### src/rtl/pid_accel_pkg.sv
package pid_accel_pkg;

  localparam int ADDR_W = 8;
  localparam int DATA_W = 32;
  localparam int OPERAND_W = 16;
  localparam int ERR_W = 17;
  localparam int ACC_W = 35;
  localparam int MODE_W = 3;

  // Register byte addresses, one aligned word each
  localparam logic [ADDR_W-1:0] ADDR_CONTROL = 8'h00;
  localparam logic [ADDR_W-1:0] ADDR_INPUT_HIGH = 8'h04;
  localparam logic [ADDR_W-1:0] ADDR_INPUT_LOW = 8'h08;
  localparam logic [ADDR_W-1:0] ADDR_SET_POINT = 8'h0c;
  localparam logic [ADDR_W-1:0] ADDR_COEFF_CURRENT = 8'h10;
  localparam logic [ADDR_W-1:0] ADDR_COEFF_PRIOR = 8'h14;
  localparam logic [ADDR_W-1:0] ADDR_COEFF_SECOND = 8'h18;
  localparam logic [ADDR_W-1:0] ADDR_RESULT_LOW = 8'h1c;
  localparam logic [ADDR_W-1:0] ADDR_RESULT_HIGH = 8'h20;
  localparam logic [ADDR_W-1:0] ADDR_HISTORY_ONE = 8'h24;
  localparam logic [ADDR_W-1:0] ADDR_HISTORY_TWO = 8'h28;
  localparam logic [ADDR_W-1:0] ADDR_IRQ_FLAGS = 8'h2c;
  localparam logic [ADDR_W-1:0] ADDR_IRQ_ENABLE = 8'h30;

  // Control and interrupt register bit layout
  localparam int CTRL_ENABLE_BIT = 7;
  localparam int CTRL_BUSY_BIT = 6;
  localparam int CTRL_MODE_LSB = 0;
  localparam int IRQ_DONE_BIT = 0;
  localparam int IRQ_OVERFLOW_BIT = 1;

  localparam logic [MODE_W-1:0] MODE_UNSIGNED_PLAIN = 3'h0;
  localparam logic [MODE_W-1:0] MODE_UNSIGNED_ACCUM = 3'h1;
  localparam logic [MODE_W-1:0] MODE_SIGNED_PLAIN = 3'h2;
  localparam logic [MODE_W-1:0] MODE_SIGNED_ACCUM = 3'h3;
  localparam logic [MODE_W-1:0] MODE_PID = 3'h5;

  localparam logic [1:0] RESP_OKAY = 2'h0;
  localparam logic [1:0] RESP_SLVERR = 2'h2;

  typedef enum logic [2:0] {
    CALC_IDLE,
    CALC_TERM_CURRENT,
    CALC_TERM_PRIOR,
    CALC_TERM_SECOND,
    CALC_FINISH
  } calc_state_e;

  typedef struct packed {
    logic awready;
    logic wready;
    logic aw_full;
    logic w_full;
    logic [ADDR_W-1:0] wr_addr;
    logic [DATA_W-1:0] wr_data;
    logic [3:0] wr_strb;
    logic bvalid;
    logic [1:0] bresp;
    logic arready;
    logic rvalid;
    logic [1:0] rresp;
    logic [DATA_W-1:0] rdata;
    logic enable;
    logic busy;
    logic [MODE_W-1:0] mode;
    logic [7:0] input_operand_high;
    logic [7:0] input_operand_low;
    logic [OPERAND_W-1:0] set_point_operand;
    logic [OPERAND_W-1:0] coeff_current_error;
    logic [OPERAND_W-1:0] coeff_prior_error;
    logic [OPERAND_W-1:0] coeff_second_prior_error;
    logic [ACC_W-1:0] result_output;
    logic [ERR_W-1:0] error_history_one;
    logic [ERR_W-1:0] error_history_two;
    logic [ERR_W-1:0] error_now;
    logic [ACC_W-1:0] acc_work;
    logic overflow_seen;
    logic done_irq_flag;
    logic overflow_irq_flag;
    logic done_irq_enable;
    logic overflow_irq_enable;
    logic done_irq;
    logic overflow_irq;
    calc_state_e state;
  } accel_regs_s;

endpackage

### src/rtl/pid_math_accelerator.sv
// Added by the designer: the AXI4-Lite interface to the registers and the register offsets.
`timescale 1ns/10ps
`default_nettype none

module pid_math_accelerator (
  input wire logic aclk,
  input wire logic aresetn,
  input wire logic [pid_accel_pkg::ADDR_W-1:0] awaddr,
  input wire logic awvalid,
  output logic awready,
  input wire logic [pid_accel_pkg::DATA_W-1:0] wdata,
  input wire logic [3:0] wstrb,
  input wire logic wvalid,
  output logic wready,
  output logic [1:0] bresp,
  output logic bvalid,
  input wire logic bready,
  input wire logic [pid_accel_pkg::ADDR_W-1:0] araddr,
  input wire logic arvalid,
  output logic arready,
  output logic [pid_accel_pkg::DATA_W-1:0] rdata,
  output logic [1:0] rresp,
  output logic rvalid,
  input wire logic rready,
  output logic done_irq_request,
  output logic overflow_irq_request
);
  import pid_accel_pkg::*;

  localparam accel_regs_s REGS_RESET = '{
    awready: 1'b1,
    wready: 1'b1,
    arready: 1'b1,
    state: CALC_IDLE,
    default: '0
  };

  accel_regs_s r;
  accel_regs_s next_r;

  function automatic logic [DATA_W-1:0] merge_bytes(
    input logic [DATA_W-1:0] old_value,
    input logic [DATA_W-1:0] new_value,
    input logic [3:0] strb
  );
    logic [DATA_W-1:0] mask;
    for (int i = 0; i < 4; i++) begin
      mask[i*8 +: 8] = {8{strb[i]}};
    end
    return (old_value & ~mask) | (new_value & mask);
  endfunction

  function automatic logic [17:0] extend_operand(
    input logic [OPERAND_W-1:0] value,
    input logic signed_mode
  );
    return signed_mode ? {{2{value[OPERAND_W-1]}}, value} : {2'h0, value};
  endfunction

  function automatic logic is_pid(input logic [MODE_W-1:0] mode);
    return mode == MODE_PID;
  endfunction

  // Signed modes and PID sign-extend, reserved codes fall to the add-multiply path
  function automatic logic is_signed(input logic [MODE_W-1:0] mode);
    return is_pid(mode) || mode == MODE_SIGNED_PLAIN || mode == MODE_SIGNED_ACCUM;
  endfunction

  function automatic logic accumulates(input logic [MODE_W-1:0] mode);
    return is_pid(mode) || mode == MODE_UNSIGNED_ACCUM || mode == MODE_SIGNED_ACCUM;
  endfunction

  // One extra bit catches the carry; the kept sum simply wraps
  function automatic logic [ACC_W:0] add_with_overflow(
    input logic [ACC_W-1:0] acc,
    input logic [ACC_W-1:0] term,
    input logic signed_mode
  );
    logic [ACC_W:0] sum;
    logic overflow;
    if (signed_mode) begin
      sum = {acc[ACC_W-1], acc} + {term[ACC_W-1], term};
      overflow = sum[ACC_W] ^ sum[ACC_W-1];
    end else begin
      sum = {1'b0, acc} + {1'b0, term};
      overflow = sum[ACC_W];
    end
    return {overflow, sum[ACC_W-1:0]};
  endfunction

  logic do_write;
  logic start_calc;
  logic [DATA_W-1:0] merged;
  logic [OPERAND_W-1:0] input_word;
  logic [17:0] mult_a;
  logic [16:0] mult_b;
  logic signed [ACC_W-1:0] product;
  logic [ACC_W:0] acc_sum;

  always_comb begin
    next_r = r;
    do_write = 1'b0;
    start_calc = 1'b0;
    merged = '0;
    input_word = '0;
    mult_a = '0;
    mult_b = '0;
    product = '0;
    acc_sum = '0;

    // Address and data are held separately so either may arrive first
    if (awvalid && r.awready) begin
      next_r.aw_full = 1'b1;
      next_r.awready = 1'b0;
      next_r.wr_addr = awaddr;
    end
    if (wvalid && r.wready) begin
      next_r.w_full = 1'b1;
      next_r.wready = 1'b0;
      next_r.wr_data = wdata;
      next_r.wr_strb = wstrb;
    end
    if (r.bvalid && bready) begin
      next_r.bvalid = 1'b0;
      next_r.awready = 1'b1;
      next_r.wready = 1'b1;
    end

    do_write = r.aw_full && r.w_full && !r.bvalid;
    if (do_write) begin
      next_r.aw_full = 1'b0;
      next_r.w_full = 1'b0;
      next_r.bvalid = 1'b1;
      next_r.bresp = RESP_OKAY;
      case (r.wr_addr)
        ADDR_CONTROL: begin
          merged = merge_bytes({24'h0, r.enable, 4'h0, r.mode}, r.wr_data, r.wr_strb);
          next_r.enable = merged[CTRL_ENABLE_BIT];
          next_r.mode = merged[CTRL_MODE_LSB +: MODE_W];
        end
        ADDR_INPUT_HIGH: begin
          merged = merge_bytes({24'h0, r.input_operand_high}, r.wr_data, r.wr_strb);
          next_r.input_operand_high = merged[7:0];
        end
        ADDR_INPUT_LOW: begin
          merged = merge_bytes({24'h0, r.input_operand_low}, r.wr_data, r.wr_strb);
          next_r.input_operand_low = merged[7:0];
          if (r.wr_strb[0] && r.enable && !r.busy) begin
            start_calc = 1'b1;
          end
        end
        ADDR_SET_POINT: begin
          merged = merge_bytes({16'h0, r.set_point_operand}, r.wr_data, r.wr_strb);
          next_r.set_point_operand = merged[OPERAND_W-1:0];
        end
        ADDR_COEFF_CURRENT: begin
          merged = merge_bytes({16'h0, r.coeff_current_error}, r.wr_data, r.wr_strb);
          next_r.coeff_current_error = merged[OPERAND_W-1:0];
        end
        ADDR_COEFF_PRIOR: begin
          merged = merge_bytes({16'h0, r.coeff_prior_error}, r.wr_data, r.wr_strb);
          next_r.coeff_prior_error = merged[OPERAND_W-1:0];
        end
        ADDR_COEFF_SECOND: begin
          merged = merge_bytes({16'h0, r.coeff_second_prior_error}, r.wr_data, r.wr_strb);
          next_r.coeff_second_prior_error = merged[OPERAND_W-1:0];
        end
        ADDR_RESULT_LOW: begin
          merged = merge_bytes(r.result_output[31:0], r.wr_data, r.wr_strb);
          next_r.result_output[31:0] = merged;
        end
        ADDR_RESULT_HIGH: begin
          merged = merge_bytes({29'h0, r.result_output[ACC_W-1:32]}, r.wr_data, r.wr_strb);
          next_r.result_output[ACC_W-1:32] = merged[2:0];
        end
        ADDR_HISTORY_ONE: begin
          merged = merge_bytes({15'h0, r.error_history_one}, r.wr_data, r.wr_strb);
          next_r.error_history_one = merged[ERR_W-1:0];
        end
        ADDR_HISTORY_TWO: begin
          merged = merge_bytes({15'h0, r.error_history_two}, r.wr_data, r.wr_strb);
          next_r.error_history_two = merged[ERR_W-1:0];
        end
        ADDR_IRQ_FLAGS: begin
          // Write one to clear; a completion in the same cycle sets it again below
          if (r.wr_strb[0] && r.wr_data[IRQ_DONE_BIT]) begin
            next_r.done_irq_flag = 1'b0;
          end
          if (r.wr_strb[0] && r.wr_data[IRQ_OVERFLOW_BIT]) begin
            next_r.overflow_irq_flag = 1'b0;
          end
        end
        ADDR_IRQ_ENABLE: begin
          if (r.wr_strb[0]) begin
            next_r.done_irq_enable = r.wr_data[IRQ_DONE_BIT];
            next_r.overflow_irq_enable = r.wr_data[IRQ_OVERFLOW_BIT];
          end
        end
        default: begin
          next_r.bresp = RESP_SLVERR;
        end
      endcase
    end

    if (r.rvalid && rready) begin
      next_r.rvalid = 1'b0;
      next_r.arready = 1'b1;
    end
    if (arvalid && r.arready) begin
      next_r.arready = 1'b0;
      next_r.rvalid = 1'b1;
      next_r.rresp = RESP_OKAY;
      case (araddr)
        ADDR_CONTROL: next_r.rdata = {24'h0, r.enable, r.busy, 3'h0, r.mode};
        ADDR_INPUT_HIGH: next_r.rdata = {24'h0, r.input_operand_high};
        ADDR_INPUT_LOW: next_r.rdata = {24'h0, r.input_operand_low};
        ADDR_SET_POINT: next_r.rdata = {16'h0, r.set_point_operand};
        ADDR_COEFF_CURRENT: next_r.rdata = {16'h0, r.coeff_current_error};
        ADDR_COEFF_PRIOR: next_r.rdata = {16'h0, r.coeff_prior_error};
        ADDR_COEFF_SECOND: next_r.rdata = {16'h0, r.coeff_second_prior_error};
        ADDR_RESULT_LOW: next_r.rdata = r.result_output[31:0];
        ADDR_RESULT_HIGH: next_r.rdata = {29'h0, r.result_output[ACC_W-1:32]};
        ADDR_HISTORY_ONE: next_r.rdata = {15'h0, r.error_history_one};
        ADDR_HISTORY_TWO: next_r.rdata = {15'h0, r.error_history_two};
        ADDR_IRQ_FLAGS: next_r.rdata = {30'h0, r.overflow_irq_flag, r.done_irq_flag};
        ADDR_IRQ_ENABLE: next_r.rdata = {30'h0, r.overflow_irq_enable, r.done_irq_enable};
        default: begin
          next_r.rdata = '0;
          next_r.rresp = RESP_SLVERR;
        end
      endcase
    end

    // One shared multiplier, one product per cycle
    input_word = {r.input_operand_high, r.input_operand_low};
    case (r.state)
      CALC_TERM_CURRENT: begin
        if (is_pid(r.mode)) begin
          mult_a = {r.error_now[ERR_W-1], r.error_now};
        end else begin
          mult_a = extend_operand(input_word, is_signed(r.mode))
            + extend_operand(r.set_point_operand, is_signed(r.mode));
        end
        mult_b = {is_signed(r.mode) & r.coeff_current_error[OPERAND_W-1],
          r.coeff_current_error};
      end
      CALC_TERM_PRIOR: begin
        mult_a = {r.error_history_one[ERR_W-1], r.error_history_one};
        mult_b = {r.coeff_prior_error[OPERAND_W-1], r.coeff_prior_error};
      end
      CALC_TERM_SECOND: begin
        mult_a = {r.error_history_two[ERR_W-1], r.error_history_two};
        mult_b = {r.coeff_second_prior_error[OPERAND_W-1], r.coeff_second_prior_error};
      end
      default: begin
        mult_a = '0;
        mult_b = '0;
      end
    endcase
    product = ACC_W'($signed(mult_a)) * ACC_W'($signed(mult_b));
    acc_sum = add_with_overflow(r.acc_work, product, is_signed(r.mode));

    case (r.state)
      CALC_IDLE: begin
        if (start_calc) begin
          next_r.busy = 1'b1;
          next_r.overflow_seen = 1'b0;
          next_r.acc_work = accumulates(r.mode) ? r.result_output : '0;
          next_r.error_now = {r.set_point_operand[OPERAND_W-1], r.set_point_operand}
            - {r.input_operand_high[7], r.input_operand_high, next_r.input_operand_low};
          next_r.state = CALC_TERM_CURRENT;
        end
      end
      CALC_TERM_CURRENT: begin
        next_r.acc_work = acc_sum[ACC_W-1:0];
        next_r.overflow_seen = acc_sum[ACC_W];
        next_r.state = is_pid(r.mode) ? CALC_TERM_PRIOR : CALC_FINISH;
      end
      CALC_TERM_PRIOR: begin
        next_r.acc_work = acc_sum[ACC_W-1:0];
        next_r.overflow_seen = r.overflow_seen | acc_sum[ACC_W];
        next_r.state = CALC_TERM_SECOND;
      end
      CALC_TERM_SECOND: begin
        next_r.acc_work = acc_sum[ACC_W-1:0];
        next_r.overflow_seen = r.overflow_seen | acc_sum[ACC_W];
        next_r.state = CALC_FINISH;
      end
      CALC_FINISH: begin
        next_r.result_output = r.acc_work;
        next_r.busy = 1'b0;
        next_r.done_irq_flag = 1'b1;
        if (r.overflow_seen) begin
          next_r.overflow_irq_flag = 1'b1;
        end
        if (is_pid(r.mode)) begin
          next_r.error_history_two = r.error_history_one;
          next_r.error_history_one = r.error_now;
        end
        next_r.state = CALC_IDLE;
      end
      default: begin
        next_r.state = CALC_IDLE;
      end
    endcase

    next_r.done_irq = next_r.done_irq_flag & next_r.done_irq_enable;
    next_r.overflow_irq = next_r.overflow_irq_flag & next_r.overflow_irq_enable;
  end

  always_ff @(posedge aclk) begin
    if (!aresetn) begin
      r <= REGS_RESET;
    end else begin
      r <= next_r;
    end
  end

  assign awready = r.awready;
  assign wready = r.wready;
  assign bvalid = r.bvalid;
  assign bresp = r.bresp;
  assign arready = r.arready;
  assign rvalid = r.rvalid;
  assign rresp = r.rresp;
  assign rdata = r.rdata;
  assign done_irq_request = r.done_irq;
  assign overflow_irq_request = r.overflow_irq;

endmodule // pid_math_accelerator

`default_nettype wire

### config.mk
export PLATFORM = sky130hd
export DESIGN_NAME = pid_math_accelerator
export DESIGN_NICKNAME = d
export VERILOG_FILES = /design/src/rtl/pid_accel_pkg.sv /design/src/rtl/pid_math_accelerator.sv
export SDC_FILE = /design/constraint.sdc
export NUM_CORES = 2
export LEC_CHECK = 0
export BUFFER_PORTS_ARGS = -buffer_cell sky130_fd_sc_hd__buf_2
export CELL_PAD_IN_SITES_DETAIL_PLACEMENT = 0
export CELL_PAD_IN_SITES_GLOBAL_PLACEMENT = 1
export CORE_MARGIN = 2
export CORE_UTILIZATION = 49
export CTS_BUF_LIST = sky130_fd_sc_hd__clkbuf_16
export DETAILED_ROUTE_END_ITERATION = 6
export PLACE_DENSITY = 0.79
export SLEW_MARGIN = 10
export SYNTH_ARGS = -nofsm -noshare
export SYNTH_HDL_FRONTEND = slang
export SYNTH_SLANG_ARGS = --single-unit
### constraint.sdc
create_clock -name aclk -period 13.7 [get_ports aclk]
set_input_delay 0.685 -clock aclk [delete_from_list [all_inputs] [get_ports aclk]]
set_output_delay 0.685 -clock aclk [all_outputs]
set_load 0.1 [all_outputs]
==> flow_summary_export.csv <==
group,metric,value,unit
outcome,outcome,"complete, but fails checks",
outcome,violations,"DRC",
clock_tree,cts-resized-gates,0,
setup_path,critPathLaunchType,"flop",
synth,ys_seq_elements,301,
drt,first_pass_iters,7,
sta,hold_slack,367,ps
synth,synth.yosys.seq_area_share,21.1,%
clock_tree,maximum_root_to_sink_buffer_count,3,
synth,syn_area_per_cell,8.29,sq um
sta,grt_setup_unrepaired,"no",
synth,ys_async_sr_fraction,0,%
synth,synth_edf_count,0,
grt,grt_remaining_overflow,0,
sta,fmax,0.0909,GHz
synth,synth_top_area_share,21.7,%
placed_design,hpwl,79.4,mm
die,top_level_ports,102,
synth,post-synth-top-count-cell,"nor2_1",
placed_design,io_buffers,99,
synth,ys.flop_type,"dfxtp_1",
finish,layout.nets,3927,
setup_path,required,14110,ps
clock_tree,post-cts-setup-buffer-count,0,
setup_path,worst_setup_path_end_kind,"flop",
grt,grt_max_degree,188,
clock_tree,tritoncts_buffer_count,34,
sta,setup_viol_count_final,0,
sta,layout_min_cycle_time,11010,ps
finish,syn2layout_area_growth,6.68,%
synth,syn-cell-area,28500,sq um
synth,synth_area_leader_cell,"fa_1",
die,die_width,245,microns
die,initial_utilization,49.5,%
clock_tree,clk_transition_reported_paths,60,ps
clock_tree,clock_latency,540,ps
grt,gr-usage-all-layers,34.4,%
finish,n_fill_cell,5499,
clock_tree,clock-sinks,301,
drt,post-route-drc-count,1,
pwr,leakagePower,14.0,nW
sta,timing.final.crit_share,80.3,%
setup_path,timing.critical_path.fanout_max,9,
worst_hold_path,worst_hold_path_type,"primary input to flop",
grt,grt_antenna_before_repair,1,
synth,synth.top_cells.by_count,"nor2_1, inv_1, nand2_1",
drt,routedWlPerCell,24.6,microns
pwr,power_density,61.3,nW/um^2
setup_path,critPathSlowestCell,"o31ai_1",
sta,setup_total_negative_slack,0,ps
setup_path,critPathMostFrequentCell,"fa_1",
drt,route.final.wire_length,103,mm
grt,grt_pass1_wl,156,mm
pwr,max-vdd-ir-drop,0.0729,mV
setup_path,arrival,11420,ps
sta,worst_slew_margin_rel,9.03,%
clock_tree,postCtsHoldBufs,0,
clock_tree,cts_tree,"done",
sta,worst-slew-pin-transition,1360,ps
setup_path,worst_path_largest_cell_delay,1050,ps
die,die_y,245,microns
placed_design,gp_routability_congestion,0.970,
setup_path,critPathBufInv,6,
die,core_region_area,57600,sq um
finish,layout-drive-gt1-share,7.68,%
synth,cell_variety_after_synth,84,
synth,synth.area.top_cells,"fa_1, dfxtp_1, ha_1",
drt,routed-via-count,25200,
sta,report.final.slew_viol_count,0,
setup_path,cpLargestDelayFamily,"adder cells",
clock_tree,clockRootBuffer,"clkbuf_16",
sta,hold_viol_final,0,
grt,grt_pass1_vias,25100,
sta,skew,18.7,ps
synth,synth.yosys.warnings,0,
synth,postSynthCellCount,3442,
drt,detail-route-antenna-nets,0,
setup_path,crit_path_class,"flop to flop",
drt,detail_route.iter0.violations,2415,
die,area_enclosed_by_the_die_boundary,60200,sq um
die,rows,88,
run,max_cap_violations,0,
finish,antenna_cells,0,
clock_tree,clock_tree.htree_level_count,2,
drt,post_drt_via_cell_ratio,6.02,
[path summary, 6_finish.rpt]
path,slack (ps),end,startpoint,cells past startpoint
setup / recovery,2690,r[36]$_SDFFE_PN0P_,flop,42
hold / removal,370,wready$_SDFFE_PP1P_,wvalid,2
setup reg to reg,2690,r[36]$_SDFFE_PN0P_,flop,42
hold reg to reg,450,r[288]$_SDFFE_PN0P_,r[288]$_SDFFE_PN0P_,2
[stage by stage]
stage               instances  area, sq um  power, mW  worst slack, ps  util (%)
floorplan                3443        28500      0.967             4210         -
global placement         4132        29400       1.00             2790      51.1
detailed placement       4132        29400       1.00             2590      51.1
CTS                      4190        30400       1.87             2540      52.8
global route             4190        30400       1.92             2080      52.9
finish                   4190        30400       1.87             2690      52.9
[worst register-to-register path: cells and delay by family, from the launching register on]
kind            cells  cell delay [ps]
fa+ha+maj          10             4340
compound gates     16             4210
simple gates        8             1330
buf+inv             6              370
flops               1              350
xor+xnor            2              270
[logic make-up (layout without fill, tap and decap cells)]
group | Yosys count | count (layout) | share of synthesized area (%)
and+or+nand+nor | 1108 | 1108 | 17.1
AOI/OAI and AO/OA | 704 | 704 | 16.4
buffers and inverters | 626 | 608 | 8.81
adders and majority gates | 465 | 465 | 28.5
DFF | 301 | 301 | 21.1
muxes | 144 | 144 | 5.14
xor gates and xnor gates | 93 | 93 | 2.85
other | 1 | 2 | 0.0131
[placed cells by master, fill, tap and decap left out, types with 17 or more instances in the layout]
cell       synthesis  layout
nor2b_1           18      18
nor2_1           427     421
and3_1            17      17
a21o_1            42      42
a221oi_1          36      35
ha_1             156     156
xor2_1            23      23
buf_4             38      47
nand2b_1          36      36
nand3b_1          20      20
o211ai_1          27      27
o21ai_0           80      80
mux2_2            20      20
nand3_1           98      98
nand2_1          381     379
dfxtp_1          301     300
a311oi_1          18      18
a22oi_1           47      47
mux2i_1          124     124
fa_1             309     309
xnor2_1           70      70
a21oi_1          238     234
a211oi_1          66      66
a31oi_1           23      23
clkbuf_16          0      34
nor3_1            33      32
buf_2             17      99
inv_1            403     407
[metal layers]
layer	part of all wire, %	global-route usage (%)	up-vias
met1	41	46.8	12400
met3	10	8.21	229
met2	44	52.7	1208
li1	-	-	11400
met5	0	0	-
met4	4.7	13.9	0
[power breakdown]
group	leakage, nW	internal, mW	switching [mW]
logic	11.0	0.0205	0.0640
clock network	0.526	0.492	0.389
registers	2.43	0.885	0.0174
total	14.0	1.40	0.470
[cell type report]
class / count / area (sq um) / share of cell area (%)
clock buffers: 34 / 851 / 2.80
clock inverters: 24 / 183 / 0.600
inverters: 404 / 1520 / 5.01
multi-input cells: 2516 / 20000 / 65.9
flip-flops and latches: 301 / 6030 / 19.8
well taps: 765 / 957 / 3.14
repair buffers: 146 / 848 / 2.79
Note: power is estimated with default switching activity, not from simulation.
